**src/logic/chc_pkg.sv**
```systemverilog
// Constants, register map and state codes for the counter hold/aux/store
// control block. Assumes a 10 MHz APB clock.
package chc_pkg;
  // APB register byte offsets
  localparam logic [7:0] OFF_CTRL      = 8'h00;
  localparam logic [7:0] OFF_CFG       = 8'h04;
  localparam logic [7:0] OFF_STATUS    = 8'h08;
  localparam logic [7:0] OFF_GPIB      = 8'h0C;
  localparam logic [7:0] OFF_SLOT      = 8'h10;
  localparam logic [7:0] OFF_STORE_IDX = 8'h14;
  localparam logic [7:0] OFF_STORE_DAT = 8'h18;
  localparam logic [7:0] OFF_FAST_M    = 8'h1C;
  localparam logic [7:0] OFF_FAST_T    = 8'h20;
  localparam logic [7:0] OFF_OFFSET    = 8'h24;
  localparam logic [7:0] OFF_DISP      = 8'h28;
  // Command bits in the control register (write one to act)
  localparam int CTL_HOLD    = 0;
  localparam int CTL_RESTART = 1;
  localparam int CTL_PRESET  = 2;
  localparam int CTL_ST_GO   = 3;
  localparam int CTL_ST_STOP = 4;
  // Configuration word layout
  localparam int CFG_W       = 10;
  localparam int CFG_STAT    = 0;
  localparam int CFG_TEMP    = 1;
  localparam int CFG_BURST   = 2;
  localparam int CFG_REFAUTO = 3;
  localparam int CFG_AUX_LSB = 4;
  localparam int CFG_BRT_LSB = 7;
  localparam logic [CFG_W-1:0] CFG_RESET = 10'h008;
  // Slot command layout
  localparam int SLOT_SAVE   = 4;
  localparam int SLOT_RECALL = 5;
  localparam int SLOTS       = 10;
  localparam logic [4:0] GPIB_ADDR_MAX = 5'h1E;
  localparam int STORE_DEPTH = 100;
  // Aux source codes
  localparam logic [2:0] AUX_OFF  = 3'h0;
  localparam logic [2:0] AUX_GO   = 3'h1;
  localparam logic [2:0] AUX_END  = 3'h2;
  localparam logic [2:0] AUX_LVL  = 3'h3;
  localparam logic [2:0] AUX_GATE = 3'h4;
  localparam logic [2:0] AUX_REST = 3'h5;
  localparam logic [2:0] AUX_ACQ  = 3'h6;
  // Brightness codes: off, 25, 50, 75, 100 percent
  localparam logic [2:0] BRT_OFF  = 3'h0;
  localparam logic [2:0] BRT_25   = 3'h1;
  // Aux pulse timing, least time rounded up to whole cycles
  localparam int CLK_PERIOD_NS = 100;
  localparam int AUX_PULSE_NS  = 1000;
  localparam logic [3:0] AUX_PULSE_CYC =
    4'((AUX_PULSE_NS + CLK_PERIOD_NS - 1) / CLK_PERIOD_NS);
  // Measurement loop states
  typedef enum logic [2:0] {
    ST_RUN    = 3'b001,
    ST_HELD   = 3'b010,
    ST_SINGLE = 3'b100
  } chc_hold_e;
endpackage

```
**src/logic/chc_store_if.sv**
```systemverilog
// Link between the controller and the rolling measurement store.
// Assumes both ends run on the same pclk.
`timescale 1ns/1ns
interface chc_store_if;
  logic        start;
  logic        stop;
  logic        push;
  logic [31:0] wdata;
  logic [6:0]  rd_idx;
  logic [31:0] rd_data;
  logic        full;
  logic        running;
  modport ctrl  (output start, stop, push, wdata, rd_idx,
                 input rd_data, full, running);
  modport store (input start, stop, push, wdata, rd_idx,
                 output rd_data, full, running);
endinterface

```
**src/logic/chc_ctrl.sv**
```systemverilog
// Hold/restart control, parameter slots, reference and aux selection,
// and storage access for a frequency counter, as an APB slave.
// Assumes measurement core signals are on pclk; pins are asynchronous.
//
// Register access over APB and the address map were left to the implementer.
`timescale 1ns/1ns
module chc_ctrl
  import chc_pkg::*;
(
  // APB slave
  input  wire logic        pclk,
  input  wire logic        presetn,
  input  wire logic [7:0]  paddr,
  input  wire logic        psel,
  input  wire logic        penable,
  input  wire logic        pwrite,
  input  wire logic [31:0] pwdata,
  output logic      [31:0] prdata,
  output logic             pready,
  output logic             pslverr,
  // Measurement core
  input  wire logic        meas_done,
  input  wire logic [31:0] meas_value,
  input  wire logic        stat_done,
  input  wire logic        judge_valid,
  input  wire logic        judge_pass,
  input  wire logic        gate_open,
  input  wire logic        burst_det,
  input  wire logic        acq_busy,
  input  wire logic        fast_valid,
  input  wire logic [31:0] fast_interval,
  input  wire logic [31:0] fast_ref,
  input  wire logic        setup_screen,
  output logic             meas_enable,
  output logic             meas_restart,
  output logic             stat_clear,
  // Pins
  input  wire logic        ext_ref_present,
  input  wire logic [1:0]  ext_ref_code,
  input  wire logic        init_key,
  output logic             hold_led,
  output logic             ref_sel_ext,
  output logic      [1:0]  ref_freq,
  output logic             aux_out,
  output logic      [2:0]  lcd_level,
  output logic      [4:0]  gpib_addr
);
  chc_hold_e        state;
  chc_hold_e        next_state;
  logic [CFG_W-1:0] cfg;
  logic [CFG_W-1:0] slot_mem [SLOTS];
  logic [SLOTS-1:0] slot_valid;
  logic [31:0]      disp_value;
  logic [31:0]      fast_m;
  logic [31:0]      fast_t;
  logic [31:0]      offset_freq;
  logic [6:0]       store_idx;
  logic             judge_q;
  logic             store_err;
  logic [1:0]       init_cnt;
  logic [3:0]       pin_s1;
  logic [3:0]       pin_s2;
  logic             wr;
  logic             rd_setup;
  logic             hold_cmd;
  logic             restart_cmd;
  logic             preset_cmd;
  logic             param_chg;
  logic             recall_ok;
  logic             end_n;
  logic             rest_n;
  logic             next_aux;
  logic             mapped;
  logic [31:0]      next_rdata;
  logic [3:0]       slot_no;
  chc_store_if      sif ();

  // Field helpers
  function automatic logic [2:0] aux_sel(input logic [CFG_W-1:0] c);
    return c[CFG_AUX_LSB +: 3];
  endfunction
  function automatic logic hit(input logic [7:0] a, input logic [7:0] o);
    return a == o;
  endfunction

  // APB strobes; zero wait states keep the master simple
  assign pready      = 1'b1;
  assign wr          = psel && penable && pwrite;
  assign rd_setup    = psel && !penable && !pwrite;
  assign hold_cmd    = wr && hit(paddr, OFF_CTRL) && pwdata[CTL_HOLD];
  assign restart_cmd = wr && hit(paddr, OFF_CTRL) && pwdata[CTL_RESTART];
  assign preset_cmd  = wr && hit(paddr, OFF_CTRL) && pwdata[CTL_PRESET];
  assign slot_no     = pwdata[3:0];
  assign recall_ok   = wr && hit(paddr, OFF_SLOT) && pwdata[SLOT_RECALL]
                       && slot_no < 4'(SLOTS) && slot_valid[slot_no];
  assign param_chg   = (wr && hit(paddr, OFF_CFG)) || preset_cmd || recall_ok;
  assign mapped      = hit(paddr, OFF_CTRL) || hit(paddr, OFF_CFG)
                       || hit(paddr, OFF_STATUS) || hit(paddr, OFF_GPIB)
                       || hit(paddr, OFF_SLOT) || hit(paddr, OFF_STORE_IDX)
                       || hit(paddr, OFF_STORE_DAT) || hit(paddr, OFF_FAST_M)
                       || hit(paddr, OFF_FAST_T) || hit(paddr, OFF_OFFSET)
                       || hit(paddr, OFF_DISP);
  assign pslverr     = psel && penable && !mapped;

  // Pin synchronisers: only the second stage is read
  always_ff @(posedge pclk or negedge presetn) begin
    if (!presetn) begin
      pin_s1 <= 4'h0;
      pin_s2 <= 4'h0;
    end else begin
      pin_s1 <= {init_key, ext_ref_code, ext_ref_present};
      pin_s2 <= pin_s1;
    end
  end

  // Hold state machine
  always_comb begin
    next_state = state;
    unique case (state)
      ST_RUN: begin
        if (hold_cmd) next_state = ST_HELD;
      end
      ST_HELD: begin
        if (hold_cmd) next_state = ST_RUN;
        // single shot on restart or change
        else if (restart_cmd || param_chg) next_state = ST_SINGLE;
      end
      ST_SINGLE: begin
        if (hold_cmd) next_state = ST_RUN;
        else if (cfg[CFG_STAT] && stat_done) next_state = ST_HELD;
        // back to hold after one measurement
        else if (!cfg[CFG_STAT] && meas_done) next_state = ST_HELD;
      end
    endcase
  end

  always_ff @(posedge pclk or negedge presetn) begin
    if (!presetn) state <= ST_RUN;
    else state <= next_state;
  end

  // measuring stops while held, indicator lit
  assign meas_enable = (state != ST_HELD);
  assign hold_led    = (state != ST_RUN);

  // restart pulses and sample counter clear
  always_ff @(posedge pclk or negedge presetn) begin
    if (!presetn) begin
      meas_restart <= 1'b0;
      stat_clear   <= 1'b0;
    end else begin
      meas_restart <= restart_cmd;
      stat_clear   <= restart_cmd && cfg[CFG_STAT];
    end
  end

  always_ff @(posedge pclk or negedge presetn) begin
    if (!presetn) disp_value <= 32'h0000_0000;
    else if (meas_done && state != ST_HELD) disp_value <= meas_value;
  end

  // Configuration: written, preset or recalled from a slot
  always_ff @(posedge pclk or negedge presetn) begin
    if (!presetn) begin
      cfg <= CFG_RESET;
    end else if (preset_cmd) begin
      cfg <= CFG_RESET;
    end else if (recall_ok) begin
      cfg <= slot_mem[slot_no];
    end else if (wr && hit(paddr, OFF_CFG)) begin
      cfg <= pwdata[CFG_W-1:0];
    end
  end

  // save slots; erased by every reset, and again by power-up init with key held
  always_ff @(posedge pclk or negedge presetn) begin
    if (!presetn) begin
      slot_valid <= '0;
      init_cnt   <= 2'h0;
      for (int i = 0; i < SLOTS; i++) slot_mem[i] <= CFG_RESET;
    end else begin
      // Key is only valid once it has crossed both sync stages
      if (init_cnt != 2'h3) init_cnt <= init_cnt + 2'h1;
      if (init_cnt == 2'h2 && pin_s2[3]) begin
        slot_valid <= '0;
      end else if (wr && hit(paddr, OFF_SLOT) && pwdata[SLOT_SAVE]
                   && slot_no < 4'(SLOTS)) begin
        slot_mem[slot_no]   <= cfg;
        slot_valid[slot_no] <= 1'b1;
      end
    end
  end

  // bus address, out-of-range writes are ignored
  always_ff @(posedge pclk or negedge presetn) begin
    if (!presetn) gpib_addr <= 5'h00;
    else if (wr && hit(paddr, OFF_GPIB) && pwdata[31:0] <= 32'(GPIB_ADDR_MAX))
      gpib_addr <= pwdata[4:0];
  end

  // reference selection; detector code names 1/2/5/10 MHz
  always_ff @(posedge pclk or negedge presetn) begin
    if (!presetn) begin
      ref_sel_ext <= 1'b0;
      ref_freq    <= 2'h0;
    end else begin
      ref_sel_ext <= cfg[CFG_REFAUTO] && pin_s2[0];
      ref_freq    <= (cfg[CFG_REFAUTO] && pin_s2[0]) ? pin_s2[2:1] : 2'h0;
    end
  end

  // judgment latched until the next result
  always_ff @(posedge pclk or negedge presetn) begin
    if (!presetn) judge_q <= 1'b0;
    else if (judge_valid) judge_q <= judge_pass;
  end

  chc_aux_pulse u_end (
    .pclk    (pclk),
    .presetn (presetn),
    .trig    (meas_done),
    .pulse_n (end_n)
  );

  chc_aux_pulse u_rest (
    .pclk    (pclk),
    .presetn (presetn),
    .trig    (restart_cmd),
    .pulse_n (rest_n)
  );

  // aux source mux; unused code behaves as none
  always_comb begin
    unique case (aux_sel(cfg))
      // forced low when limit checking disabled
      AUX_GO:   next_aux = cfg[CFG_TEMP] && judge_q;
      AUX_END:  next_aux = end_n;
      AUX_LVL:  next_aux = cfg[CFG_BURST] ? burst_det : 1'b1;
      AUX_GATE: next_aux = gate_open;
      AUX_REST: next_aux = rest_n;
      AUX_ACQ:  next_aux = !acq_busy;
      default:  next_aux = 1'b1;
    endcase
  end

  // Registered so the connector never sees mux glitches
  always_ff @(posedge pclk or negedge presetn) begin
    if (!presetn) aux_out <= 1'b1;
    else aux_out <= next_aux;
  end

  // off still lights setup screens at the lowest level
  assign lcd_level = (cfg[CFG_BRT_LSB +: 3] == BRT_OFF && setup_screen)
                     ? BRT_25 : cfg[CFG_BRT_LSB +: 3];

  // Fast sample counts and offset for host-side arithmetic
  always_ff @(posedge pclk or negedge presetn) begin
    if (!presetn) begin
      fast_m      <= 32'h0000_0000;
      fast_t      <= 32'h0000_0000;
      offset_freq <= 32'h0000_0000;
      store_idx   <= 7'h00;
    end else begin
      if (fast_valid) begin
        fast_m <= fast_interval;
        fast_t <= fast_ref;
      end
      if (wr && hit(paddr, OFF_OFFSET)) offset_freq <= pwdata;
      if (wr && hit(paddr, OFF_STORE_IDX)) store_idx <= pwdata[6:0];
    end
  end

  assign sif.start  = wr && hit(paddr, OFF_CTRL) && pwdata[CTL_ST_GO];
  assign sif.stop   = wr && hit(paddr, OFF_CTRL) && pwdata[CTL_ST_STOP];
  assign sif.push   = meas_done;
  assign sif.wdata  = meas_value;
  assign sif.rd_idx = store_idx;

  chc_store u_store (
    .pclk    (pclk),
    .presetn (presetn),
    .sif     (sif)
  );

  // execution error flag: set wins over the status-read clear
  always_ff @(posedge pclk or negedge presetn) begin
    if (!presetn) store_err <= 1'b0;
    else if (rd_setup && hit(paddr, OFF_STORE_DAT)
             && (sif.running || !sif.full)) store_err <= 1'b1;
    else if (rd_setup && hit(paddr, OFF_STATUS)) store_err <= 1'b0;
  end

  // Read mux, captured in the setup cycle
  always_comb begin
    next_rdata = 32'h0000_0000;
    unique case (paddr)
      OFF_CFG:       next_rdata = 32'(cfg);
      OFF_STATUS:    next_rdata = {12'h000, slot_valid, store_err,
                                   judge_q, sif.full, sif.running,
                                   ref_freq, ref_sel_ext, state};
      OFF_GPIB:      next_rdata = 32'(gpib_addr);
      OFF_STORE_IDX: next_rdata = 32'(store_idx);
      // zero hertz unless stopped with 100 stored
      OFF_STORE_DAT: next_rdata = (sif.running || !sif.full)
                                  ? 32'h0000_0000 : sif.rd_data;
      OFF_FAST_M:    next_rdata = fast_m;
      OFF_FAST_T:    next_rdata = fast_t;
      OFF_OFFSET:    next_rdata = offset_freq;
      OFF_DISP:      next_rdata = disp_value;
      default:       next_rdata = 32'h0000_0000;
    endcase
  end

  always_ff @(posedge pclk or negedge presetn) begin
    if (!presetn) prdata <= 32'h0000_0000;
    else if (rd_setup) prdata <= next_rdata;
  end

  // Checks
  property p_held_stops;
    @(posedge pclk) disable iff (!presetn)
    (state == ST_RUN && hold_cmd) |=> !meas_enable && hold_led;
  endproperty
  a_held_stops: assert property (p_held_stops) else $error("hold ignored");
  property p_single_back;
    @(posedge pclk) disable iff (!presetn)
    (state == ST_SINGLE && !cfg[CFG_STAT] && meas_done && !hold_cmd)
      |=> state == ST_HELD;
  endproperty
  a_single_back: assert property (p_single_back) else $error("no re-hold");
  property p_stat_back;
    @(posedge pclk) disable iff (!presetn)
    (state == ST_SINGLE && cfg[CFG_STAT] && stat_done && !hold_cmd)
      |=> state == ST_HELD;
  endproperty
  a_stat_back: assert property (p_stat_back) else $error("stat re-hold");
  property p_resume;
    @(posedge pclk) disable iff (!presetn)
    (state == ST_HELD && hold_cmd) |=> !hold_led ##1 meas_enable;
  endproperty
  a_resume: assert property (p_resume) else $error("no resume");
  property p_clear;
    @(posedge pclk) disable iff (!presetn)
    (restart_cmd && cfg[CFG_STAT]) |=> stat_clear && meas_restart;
  endproperty
  a_clear: assert property (p_clear) else $error("no sample clear");
  property p_addr;
    @(posedge pclk) disable iff (!presetn)
    (wr && hit(paddr, OFF_GPIB) && pwdata > 32'(GPIB_ADDR_MAX))
      |=> $stable(gpib_addr);
  endproperty
  a_addr: assert property (p_addr) else $error("bad address taken");
  property p_off_high;
    @(posedge pclk) disable iff (!presetn)
    (aux_sel(cfg) == AUX_OFF) [*2] |-> aux_out;
  endproperty
  a_off_high: assert property (p_off_high) else $error("aux off not high");
  property p_store_zero;
    @(posedge pclk) disable iff (!presetn)
    (rd_setup && hit(paddr, OFF_STORE_DAT) && sif.running)
      |=> prdata == 32'h0000_0000;
  endproperty
  a_store_zero: assert property (p_store_zero) else $error("read not zero");
  c_single: cover property (@(posedge pclk) state == ST_SINGLE ##1
                            state == ST_HELD);
  c_full: cover property (@(posedge pclk) sif.full && !sif.running);
  c_rest: cover property (@(posedge pclk) !rest_n && aux_out == 1'b0);
endmodule // chc_ctrl

```
**src/logic/chc_aux_pulse.sv**
```systemverilog
// Fixed-width active-low pulse generator for the aux connector.
// Assumes trig is a one-cycle pulse on pclk.
`timescale 1ns/1ns
module chc_aux_pulse
  import chc_pkg::*;
(
  // Clock and reset
  input  wire logic pclk,
  input  wire logic presetn,
  // Trigger and pulse
  input  wire logic trig,
  output logic      pulse_n
);
  logic [3:0] cnt;
  logic [3:0] low_run;

  // cycle counted width; retrigger while active is ignored
  always_ff @(posedge pclk or negedge presetn) begin
    if (!presetn) begin
      cnt <= 4'h0;
    end else if (trig && cnt == 4'h0) begin
      cnt <= AUX_PULSE_CYC;
    end else if (cnt != 4'h0) begin
      cnt <= cnt - 4'h1;
    end
  end

  assign pulse_n = (cnt == 4'h0);

  // low cycles counted; a long pulse is too wide to unroll in a check
  always_ff @(posedge pclk or negedge presetn) begin
    if (!presetn) begin
      low_run <= 4'h0;
    end else if (pulse_n) begin
      low_run <= 4'h0;
    end else begin
      low_run <= low_run + 4'h1;
    end
  end

  property p_start;
    @(posedge pclk) disable iff (!presetn)
    (trig && pulse_n) |=> !pulse_n;
  endproperty
  a_start: assert property (p_start) else $error("aux pulse missing");
  property p_width;
    @(posedge pclk) disable iff (!presetn)
    $rose(pulse_n) |-> low_run == AUX_PULSE_CYC;
  endproperty
  a_width: assert property (p_width) else $error("aux pulse width");
endmodule // chc_aux_pulse

```
**src/logic/chc_store.sv**
```systemverilog
// Rolling store of the latest measurements in flip-flops.
// Assumes push is a one-cycle pulse per finished measurement.
`timescale 1ns/1ns
module chc_store
  import chc_pkg::*;
(
  // Clock and reset
  input  wire logic pclk,
  input  wire logic presetn,
  // Controller side
  chc_store_if.store sif
);
  logic [31:0] mem [STORE_DEPTH];
  logic [6:0]  wr_ptr;
  logic [6:0]  count;
  logic [7:0]  pos;

  // write pointer wraps, oldest entry is overwritten
  always_ff @(posedge pclk or negedge presetn) begin
    if (!presetn) begin
      wr_ptr <= 7'h00;
      count  <= 7'h00;
      sif.running <= 1'b0;
    end else if (sif.start) begin
      wr_ptr <= 7'h00;
      count  <= 7'h00;
      sif.running <= 1'b1;
    end else if (sif.stop) begin
      sif.running <= 1'b0;
    end else if (sif.running && sif.push) begin
      wr_ptr <= (wr_ptr == 7'(STORE_DEPTH - 1)) ? 7'h00 : wr_ptr + 7'h1;
      if (count != 7'(STORE_DEPTH)) count <= count + 7'h1;
    end
  end

  // Entry storage, no reset needed on data
  always_ff @(posedge pclk) begin
    if (sif.running && sif.push && !sif.start && !sif.stop)
      mem[wr_ptr] <= sif.wdata;
  end

  // Read index counts from wr_ptr, which is the oldest valid entry once the store is full
  always_comb begin
    pos = {1'b0, wr_ptr} + {1'b0, sif.rd_idx};
    if (pos >= 8'(STORE_DEPTH)) pos = pos - 8'(STORE_DEPTH);
  end

  always_ff @(posedge pclk or negedge presetn) begin
    if (!presetn) sif.rd_data <= 32'h0000_0000;
    else if (sif.rd_idx >= 7'(STORE_DEPTH)) sif.rd_data <= 32'h0000_0000;
    else sif.rd_data <= mem[pos[6:0]];
  end

  assign sif.full = (count == 7'(STORE_DEPTH));
endmodule // chc_store

```
**config.mk**
```make
export PLATFORM = sky130hd
export DESIGN_NAME = chc_ctrl
export DESIGN_NICKNAME = d
export VERILOG_FILES = /design/src/logic/chc_pkg.sv /design/src/logic/chc_store_if.sv /design/src/logic/chc_ctrl.sv /design/src/logic/chc_aux_pulse.sv /design/src/logic/chc_store.sv
export SDC_FILE = /design/constraint.sdc
export NUM_CORES = 2
export LEC_CHECK = 0
export BUFFER_PORTS_ARGS = -buffer_cell sky130_fd_sc_hd__buf_2
export CORE_MARGIN = 10
export CORE_UTILIZATION = 57
export DETAILED_ROUTE_END_ITERATION = 10
export MAX_ROUTING_LAYER = met4
export PLACE_DENSITY_LB_ADDON = 0.1
export SKIP_CTS_REPAIR_TIMING = 1
export SYNTH_ARGS = -nofsm -noshare
export SYNTH_HDL_FRONTEND = slang
export SYNTH_SLANG_ARGS = --single-unit
```
**constraint.sdc**
```tcl
create_clock -name pclk -period 4.55 [get_ports pclk]
set_clock_uncertainty 0.05 [all_clocks]
set_input_delay 0.91 -clock pclk [delete_from_list [all_inputs] [get_ports pclk]]
set_output_delay 0.91 -clock pclk [all_outputs]
set_load 0.02 [all_outputs]
```
# == Word-level counts from Yosys, hierarchy flattened ==
# Memory sizes are Yosys's and may differ from the RTL's.
# Cells that the tools add are included.
# word_totals
ff_bits,368
wordCells,213
ramBits,3200
mem_count,1
output_inout_bits,50
# memory_table
name,words,word_bits,rd,rd_clocked_by_memory_dff,write_ports,line_no,text
u_store.mem,100,32,1,0,1,chc_store.sv:13,logic [31:0] mem [STORE_DEPTH];
# op_classes
n_bitwise,3
eq_ne,30
n_mux,48
order_cmp,8
reduce_logical,80
add_sub_neg,7
# ops
operator,count
one-hot mux 32 bit (9 select lines),1
bitwise mux 100 bit,1
two-way mux 10 bit,8
two-way mux 32 bit,2
two-way mux 7 bit,9
binary-select mux 10 bit (select 4 bit),1
demux 10 bit (select 4 bit),1
logical AND 1 bit,40
== test 8 x 5 -> 1 bit (second input constant),4
less-or-equal comparator 32 x 5 -> 1 bit (second input constant),1
== test 8 x 6 -> 1 bit (second input constant),3
two-way mux 3 bit,7
== test 8 x 4 -> 1 bit (second input constant),2
two-way mux 4 bit,4
adder 7 x 1 -> 7 bit (second input constant),2
== test 7 bit (second input constant),2
logical OR 1 bit,14
nonzero test 2 bit,7
== test 3 bit (second input constant),4
OR 10 bit,1
== test 3 x 2 -> 1 bit (second input constant),3
two-way mux 1 bit,9
one-hot mux 3 bit (3 select lines),1
adder 7 x 7 -> 8 bit,1
34 further kinds,48

# == Logic depth before layout (Yosys ltp) ==
# logic_depth
depth_word,13
ltp_mapped,21
ltp_nobuf,17

# == Modules after synthesis ==
# A second synthesis with hierarchy kept.
# unflattened
cells_unflattened,8122
hier_area_um2,145478.3
# by_module_without_submodules
module,n_inst,area_each_um2,cells_per_inst
chc_store,1,130652.8,6962
chc_ctrl,1,14410.1,1118
chc_aux_pulse,2,207.7,21

# == Least setup slack after synthesis ==
# No wires, ideal clock.
# synth_path
path_kind,register to register
start,register u_store.wr_ptr[0]
end,register u_store.sif.rd_data[26]
t_arrival_ns,4.143
setup_ns,0.101
path_buffers,5
setup_slack_ns,0.256
path_stages_with_launch,19
path_cell_list,dfrtp_1 > ha_1 > inv_1 > fa_1 > nand2b_1 > and2_1 > inv_1 > ha_1 > clkbuf_1 > a21bo_2 > a31oi_1 > clkbuf_1 > clkbuf_1 > clkbuf_1 > clkbuf_1 > a22oi_1 > o211ai_1 > a32oi_1 > nor4_1
# synth_via
elab_chain_len,5
elab_cells_between_ends,6
# synth_rtl
item,line_no,text
from (decl),chc_store.sv:14,logic [6:0] wr_ptr;
from (signal assigned),chc_store.sv:31,wr_ptr <= (wr_ptr == 7'(STORE_DEPTH - 1)) ? 7'h00 : wr_ptr + 7'h1;
adder 7 x 7 -> 8 bit *,chc_store.sv:44,"pos = {1'b0, wr_ptr} + {1'b0, sif.rd_idx};"
subtractor 7 bit / >= comparator 8 x 7 -> 1 bit (equally long branches),chc_store.sv:45,if (pos >= 8'(STORE_DEPTH)) pos = pos - 8'(STORE_DEPTH);
two-way mux 7 bit *,chc_store.sv:45,
memory read (100 x 32 bit) *,n/a,
two-way mux 32 bit *,chc_store.sv:50,else if (sif.rd_idx >= 7'(STORE_DEPTH)) sif.rd_data <= 32'h0000_0000;
to (signal assigned),chc_store.sv:51,else sif.rd_data <= mem[pos[6:0]];
to (decl),chc_store_if.sv:16,"output rd_data, full, running);"
# Mark *: on every way between the ends. The rest lies on a longest branch, timed or not.
# A chain may end at the register's enable or synchronous reset.

# == Worst setup path after layout ==
# layout_path
start,register store_idx[1] (netlist: sif.rd_idx[1])
end,register u_store.sif.rd_data[8]
# layout_via
elab_chain_len,5
elab_cells_between_ends,7
# layout_rtl
item,line_no,text
from (decl),chc_ctrl.sv:57,logic [6:0] store_idx;
from (signal assigned),chc_ctrl.sv:269,"if (wr && hit(paddr, OFF_STORE_IDX)) store_idx <= pwdata[6:0];"
adder 7 x 7 -> 8 bit,chc_store.sv:44,
subtractor 7 bit / >= comparator 8 x 7 -> 1 bit (equally long branches),chc_store.sv:45,
two-way mux 7 bit,chc_store.sv:45,
memory read (100 x 32 bit),n/a,
two-way mux 32 bit *,chc_store.sv:50,
# Marked as above.

==> run metrics <==
internal cell power around 56000 µW; worst path cell trace inv_1, fa_4, nand2b_4, buf_6, a21o_1, a211o_1, o2111a_2, buf_6, or3_4, and2_4, buf_12, clkbuf_16, buf_16, nand2_2, a21oi_1, o32ai_2, buf_4, nor3_1, buf_4, or4_1; part of the power in combinational logic 9.2%; Achievable Freq 210 MHz; Period Utilization, post-route 105%; setup slack after placement -927 ps; count of maximum capacitance violations 0; largest cells by area after synthesis sky130_fd_sc_hd__edfxtp_1, sky130_fd_sc_hd__mux4_2, sky130_fd_sc_hd__dfrtp_1, sky130_fd_sc_hd__mux2_2, sky130_fd_sc_hd__nand2_1; largest net degree at the start of global routing between 100 and 150; layout cells sized above 1 approximately 34%; clock buffers created by TritonCTS ~370; setup slack of the most critical reg-to-reg path -220 ps; area growth from synthesis to layout 18.0%; switching power summed over all nets 16300 µW; failing checks setup timing; average vias per placed instance around 6.8; most common cell after layout, fill and taps aside sky130_fd_sc_hd__edfxtp_1; top-level I/O count about 200; peak fanout along the critical path 6; Mapped Avg Cell Area 18.4 µm²; number of antenna violations at the first check in global routing 25; HPWL reported at the end of detailed placement around 260000 µm; effective utilization at floorplan a little under three fifths; TritonCTS clock tree done; switch share between 20% and 30%; maximum clock path buffer count 4; slowest CP cell sky130_fd_sc_hd__fa_4; total area of sequential cells 0.105 mm²; Most used DFF post-synth sky130_fd_sc_hd__edfxtp_1; GRT Total Usage a little under a third; Cell Pwr Density around 420 mW/mm²; sum of overflow across all layers after global routing 0; capture point of the worst reg-to-reg path u_store.sif.rd_data[8]; standard-cell row count ~180; unrepaired setup endpoints after global routing yes; Final Net Count approximately 9000; Clk Latency, worst-skew pair between 900 and 1000 ps; global-route wire length before repair 599000 µm; final-layout fill cell count roughly 16000; number of global-route vias before repair around 82000; DRC violation total after the first TritonRoute iteration around 12000; register clock-pin slew on the reported worst setup and hold paths around 60 ps; setup slack after layout -215 ps; share of synthesized flip-flops with an asynchronous set or reset about a tenth; buffer cell driving the clock tree root sky130_fd_sc_hd__clkbuf_16; port bufs slightly above 200; CP top delay family simple AND/OR/NAND/NOR gates; fraction of power consumed by the clock network about two fifths; Final Hold Vio Count 0; run status finished, violations left; worst min path class input port to asynchronous set/reset pin; peak supply drop between 0.4 and 0.5 mV; Pre-Repair DR Iteration Count 10; share of the synthesized area in the top cell type 66.6%; number of levels in the clock H-tree 5; startpoint type of the worst setup path flip-flop; count of state elements after synthesis between 3000 and 4000; number of remaining DRC errors 0; relative max-transition margin between 8 and 9%; crit path kind flip-flop to flip-flop; Synth Net Count between 8000 and 9000; power share of the sequential group ~50%; required time of the worst setup path between 5000 and 6000 ps; setup-violating endpoint count in the final report 22; area of the core 0.252 mm²; number of vias in the routed layout between 80000 and 90000; Critical Path AT around 5500 ps; pins over their slew limit 0; crit path buf inv count 8; Worst-Margin Slew approximately 1400 ps; final critical-path required period around 4800 ps; worst hold slack around 3.3 ps; clock net sink count between 3000 and 4000; number of instances in the synthesized netlist between 7000 and 8000; EDFF count, synth 3200; global placer's final weighted congestion 0.922; post-synthesis sequential area ratio 73.0%; Worst R2R Path Depth 20; final antenna-violating net count 0; die area approximately 0.27 mm²; delay contributed by the slowest stage of the critical path ~500 ps; most used cells in the layout excluding fill and tap cells sky130_fd_sc_hd__edfxtp_1, sky130_fd_sc_hd__mux4_2, sky130_fd_sc_hd__buf_4, sky130_fd_sc_hd__nand2_1, sky130_fd_sc_hd__clkbuf_16; endpoint class of the critical path flip-flop; cell leakage power a little under 0.06 µW; worst flop-to-flop path startpoint sif.rd_idx[1]; horizontal die dimension approximately 520 µm; floorplan die height approximately 520 µm; Post-Route WL approximately 430000 µm; combined area of the multi-input logic cells 0.0388 mm²; detailed-route wire length per cell between 30 and 40 µm; Yosys top cell by area sky130_fd_sc_hd__edfxtp_1; post-synthesis instance area 0.144 mm²; Unique masters post-synth 78; number of warnings issued by yosys 0
==> worst max path at each step <==
stage / start / endpoint / slack (ps) / depth (start not counted)
2_1_floorplan: u_store.wr_ptr[0] / u_store.sif.rd_data[26] / 260 / 18
3_3_place_gp: sif.rd_idx[1] / u_store.sif.rd_data[12] / -970 / 18
3_5_place_dp: sif.rd_idx[1] / u_store.sif.rd_data[12] / -930 / 18
4_1_cts: sif.rd_idx[1] / u_store.sif.rd_data[12] / -980 / 18
5_1_grt: sif.rd_idx[1] / u_store.sif.rd_data[8] / -340 / 21
6_report: sif.rd_idx[1] / u_store.sif.rd_data[8] / -220 / 20
==> synth_stat cells, types with 19 or more instances <==
| master | instances |
|---|---|
| sky130_fd_sc_hd__a2111o_1 | 21 |
| sky130_fd_sc_hd__a211oi_1 | 75 |
| sky130_fd_sc_hd__a211oi_2 | 21 |
| sky130_fd_sc_hd__a21oi_1 | 360 |
| sky130_fd_sc_hd__a221oi_1 | 50 |
| sky130_fd_sc_hd__a222oi_1 | 71 |
| sky130_fd_sc_hd__a22o_1 | 51 |
| sky130_fd_sc_hd__a22oi_1 | 95 |
| sky130_fd_sc_hd__a311oi_2 | 21 |
| sky130_fd_sc_hd__a31oi_1 | 38 |
| sky130_fd_sc_hd__and2_1 | 32 |
| sky130_fd_sc_hd__and3_1 | 89 |
| sky130_fd_sc_hd__buf_1 | 76 |
| sky130_fd_sc_hd__buf_2 | 79 |
| sky130_fd_sc_hd__clkbuf_1 | 356 |
| sky130_fd_sc_hd__dfrtp_1 | 355 |
| sky130_fd_sc_hd__edfxtp_1 | 3200 |
| sky130_fd_sc_hd__inv_1 | 19 |
| sky130_fd_sc_hd__mux2_2 | 246 |
| sky130_fd_sc_hd__mux2i_1 | 74 |
| sky130_fd_sc_hd__mux4_2 | 822 |
| sky130_fd_sc_hd__nand2_1 | 694 |
| sky130_fd_sc_hd__nand3_1 | 114 |
| sky130_fd_sc_hd__nand3b_1 | 27 |
| sky130_fd_sc_hd__nor2_1 | 266 |
| sky130_fd_sc_hd__nor3_1 | 34 |
| sky130_fd_sc_hd__o2111ai_1 | 22 |
| sky130_fd_sc_hd__o211ai_1 | 67 |
| sky130_fd_sc_hd__o21ai_0 | 141 |
| sky130_fd_sc_hd__o221ai_1 | 21 |
| sky130_fd_sc_hd__o22ai_1 | 46 |
| sky130_fd_sc_hd__o32ai_1 | 44 |
| sky130_fd_sc_hd__or4_1 | 21 |
==> metal layers <==
layer / global-route usage, % / part of all wire (%)
met5: - / 0
met4: 11.3 / 4.1
met3: 5.23 / 9.7
met2: 47.8 / 48
met1: 43.0 / 38
==> cell families (layout without fill, tap and decap cells) <==
family	after synthesis	in the layout	synth area share (%)
buffers and inverters	550	1778	1.56
AO/OA/AOI/OAI	1204	1204	5.89
flip-flops	3568	3568	73.0
XOR/XNOR	15	15	0.0910
AND/OR/NAND/NOR	1337	1337	4.07
adder cells (fa/ha/maj)	17	17	0.153
other	1	16	0.00260
multiplexers	1142	1142	15.3
==> flip-flops by register name, indices dropped and copies added, names as in the netlist, 7 cells and up <==
register             count
cfg                     10
disp_value              32
fast_m                  32
fast_t                  32
offset_freq             32
prdata                  32
sif.rd_idx               7
slot_mem               100
slot_valid              10
u_store.count            7
u_store.mem           3200
u_store.sif.rd_data     32
u_store.wr_ptr           7
==> through the flow <==
step	std cells	power, µW	cell area [µm²]	TNS [ps]	util [%]
floorplan	7834	40500	144000	0	-
global placement	11700	43200	157000	-18320	62.3
detailed placement	11700	43300	157000	-17010	62.3
CTS	12400	72300	168000	-19000	66.9
global route	12400	74200	170000	-6440	67.7
finish	12400	72200	170000	-3110	67.7
==> power by group through the flow <==
stage | logic (µW) | registers [µW] | clock network, µW
floorplan | 3820 | 36700 | 0
global placement | 6400 | 36800 | 0
detailed placement | 6490 | 36800 | 0
CTS | 6520 | 36100 | 29700
global route | 7080 | 36100 | 31000
finish | 6680 | 36100 | 29400
==> layout make-up <==
| class | count | share of cell area (%) |
|---|---|---|
| inverters | 19 | 0.0419 |
| diodes | 15 | 0.0220 |
| multi-input cells | 3716 | 22.8 |
| flip-flops and latches | 3568 | 61.8 |
| clock inverters | 179 | 0.978 |
| repair buffers | 1109 | 6.03 |
| clock buffers | 471 | 5.86 |
| well taps | 3348 | 2.46 |
==> worst register-to-register path: cells and delay by family, from the launching register on <==
kind / cells / cell delay (ps)
and+or+nand+nor: 6 / 1420
DFF: 1 / 420
buffers and inverters: 8 / 1260
adders and majority gates: 1 / 510
AOI/OAI and AO/OA: 5 / 950
Power figures use the tool's default switching activity.
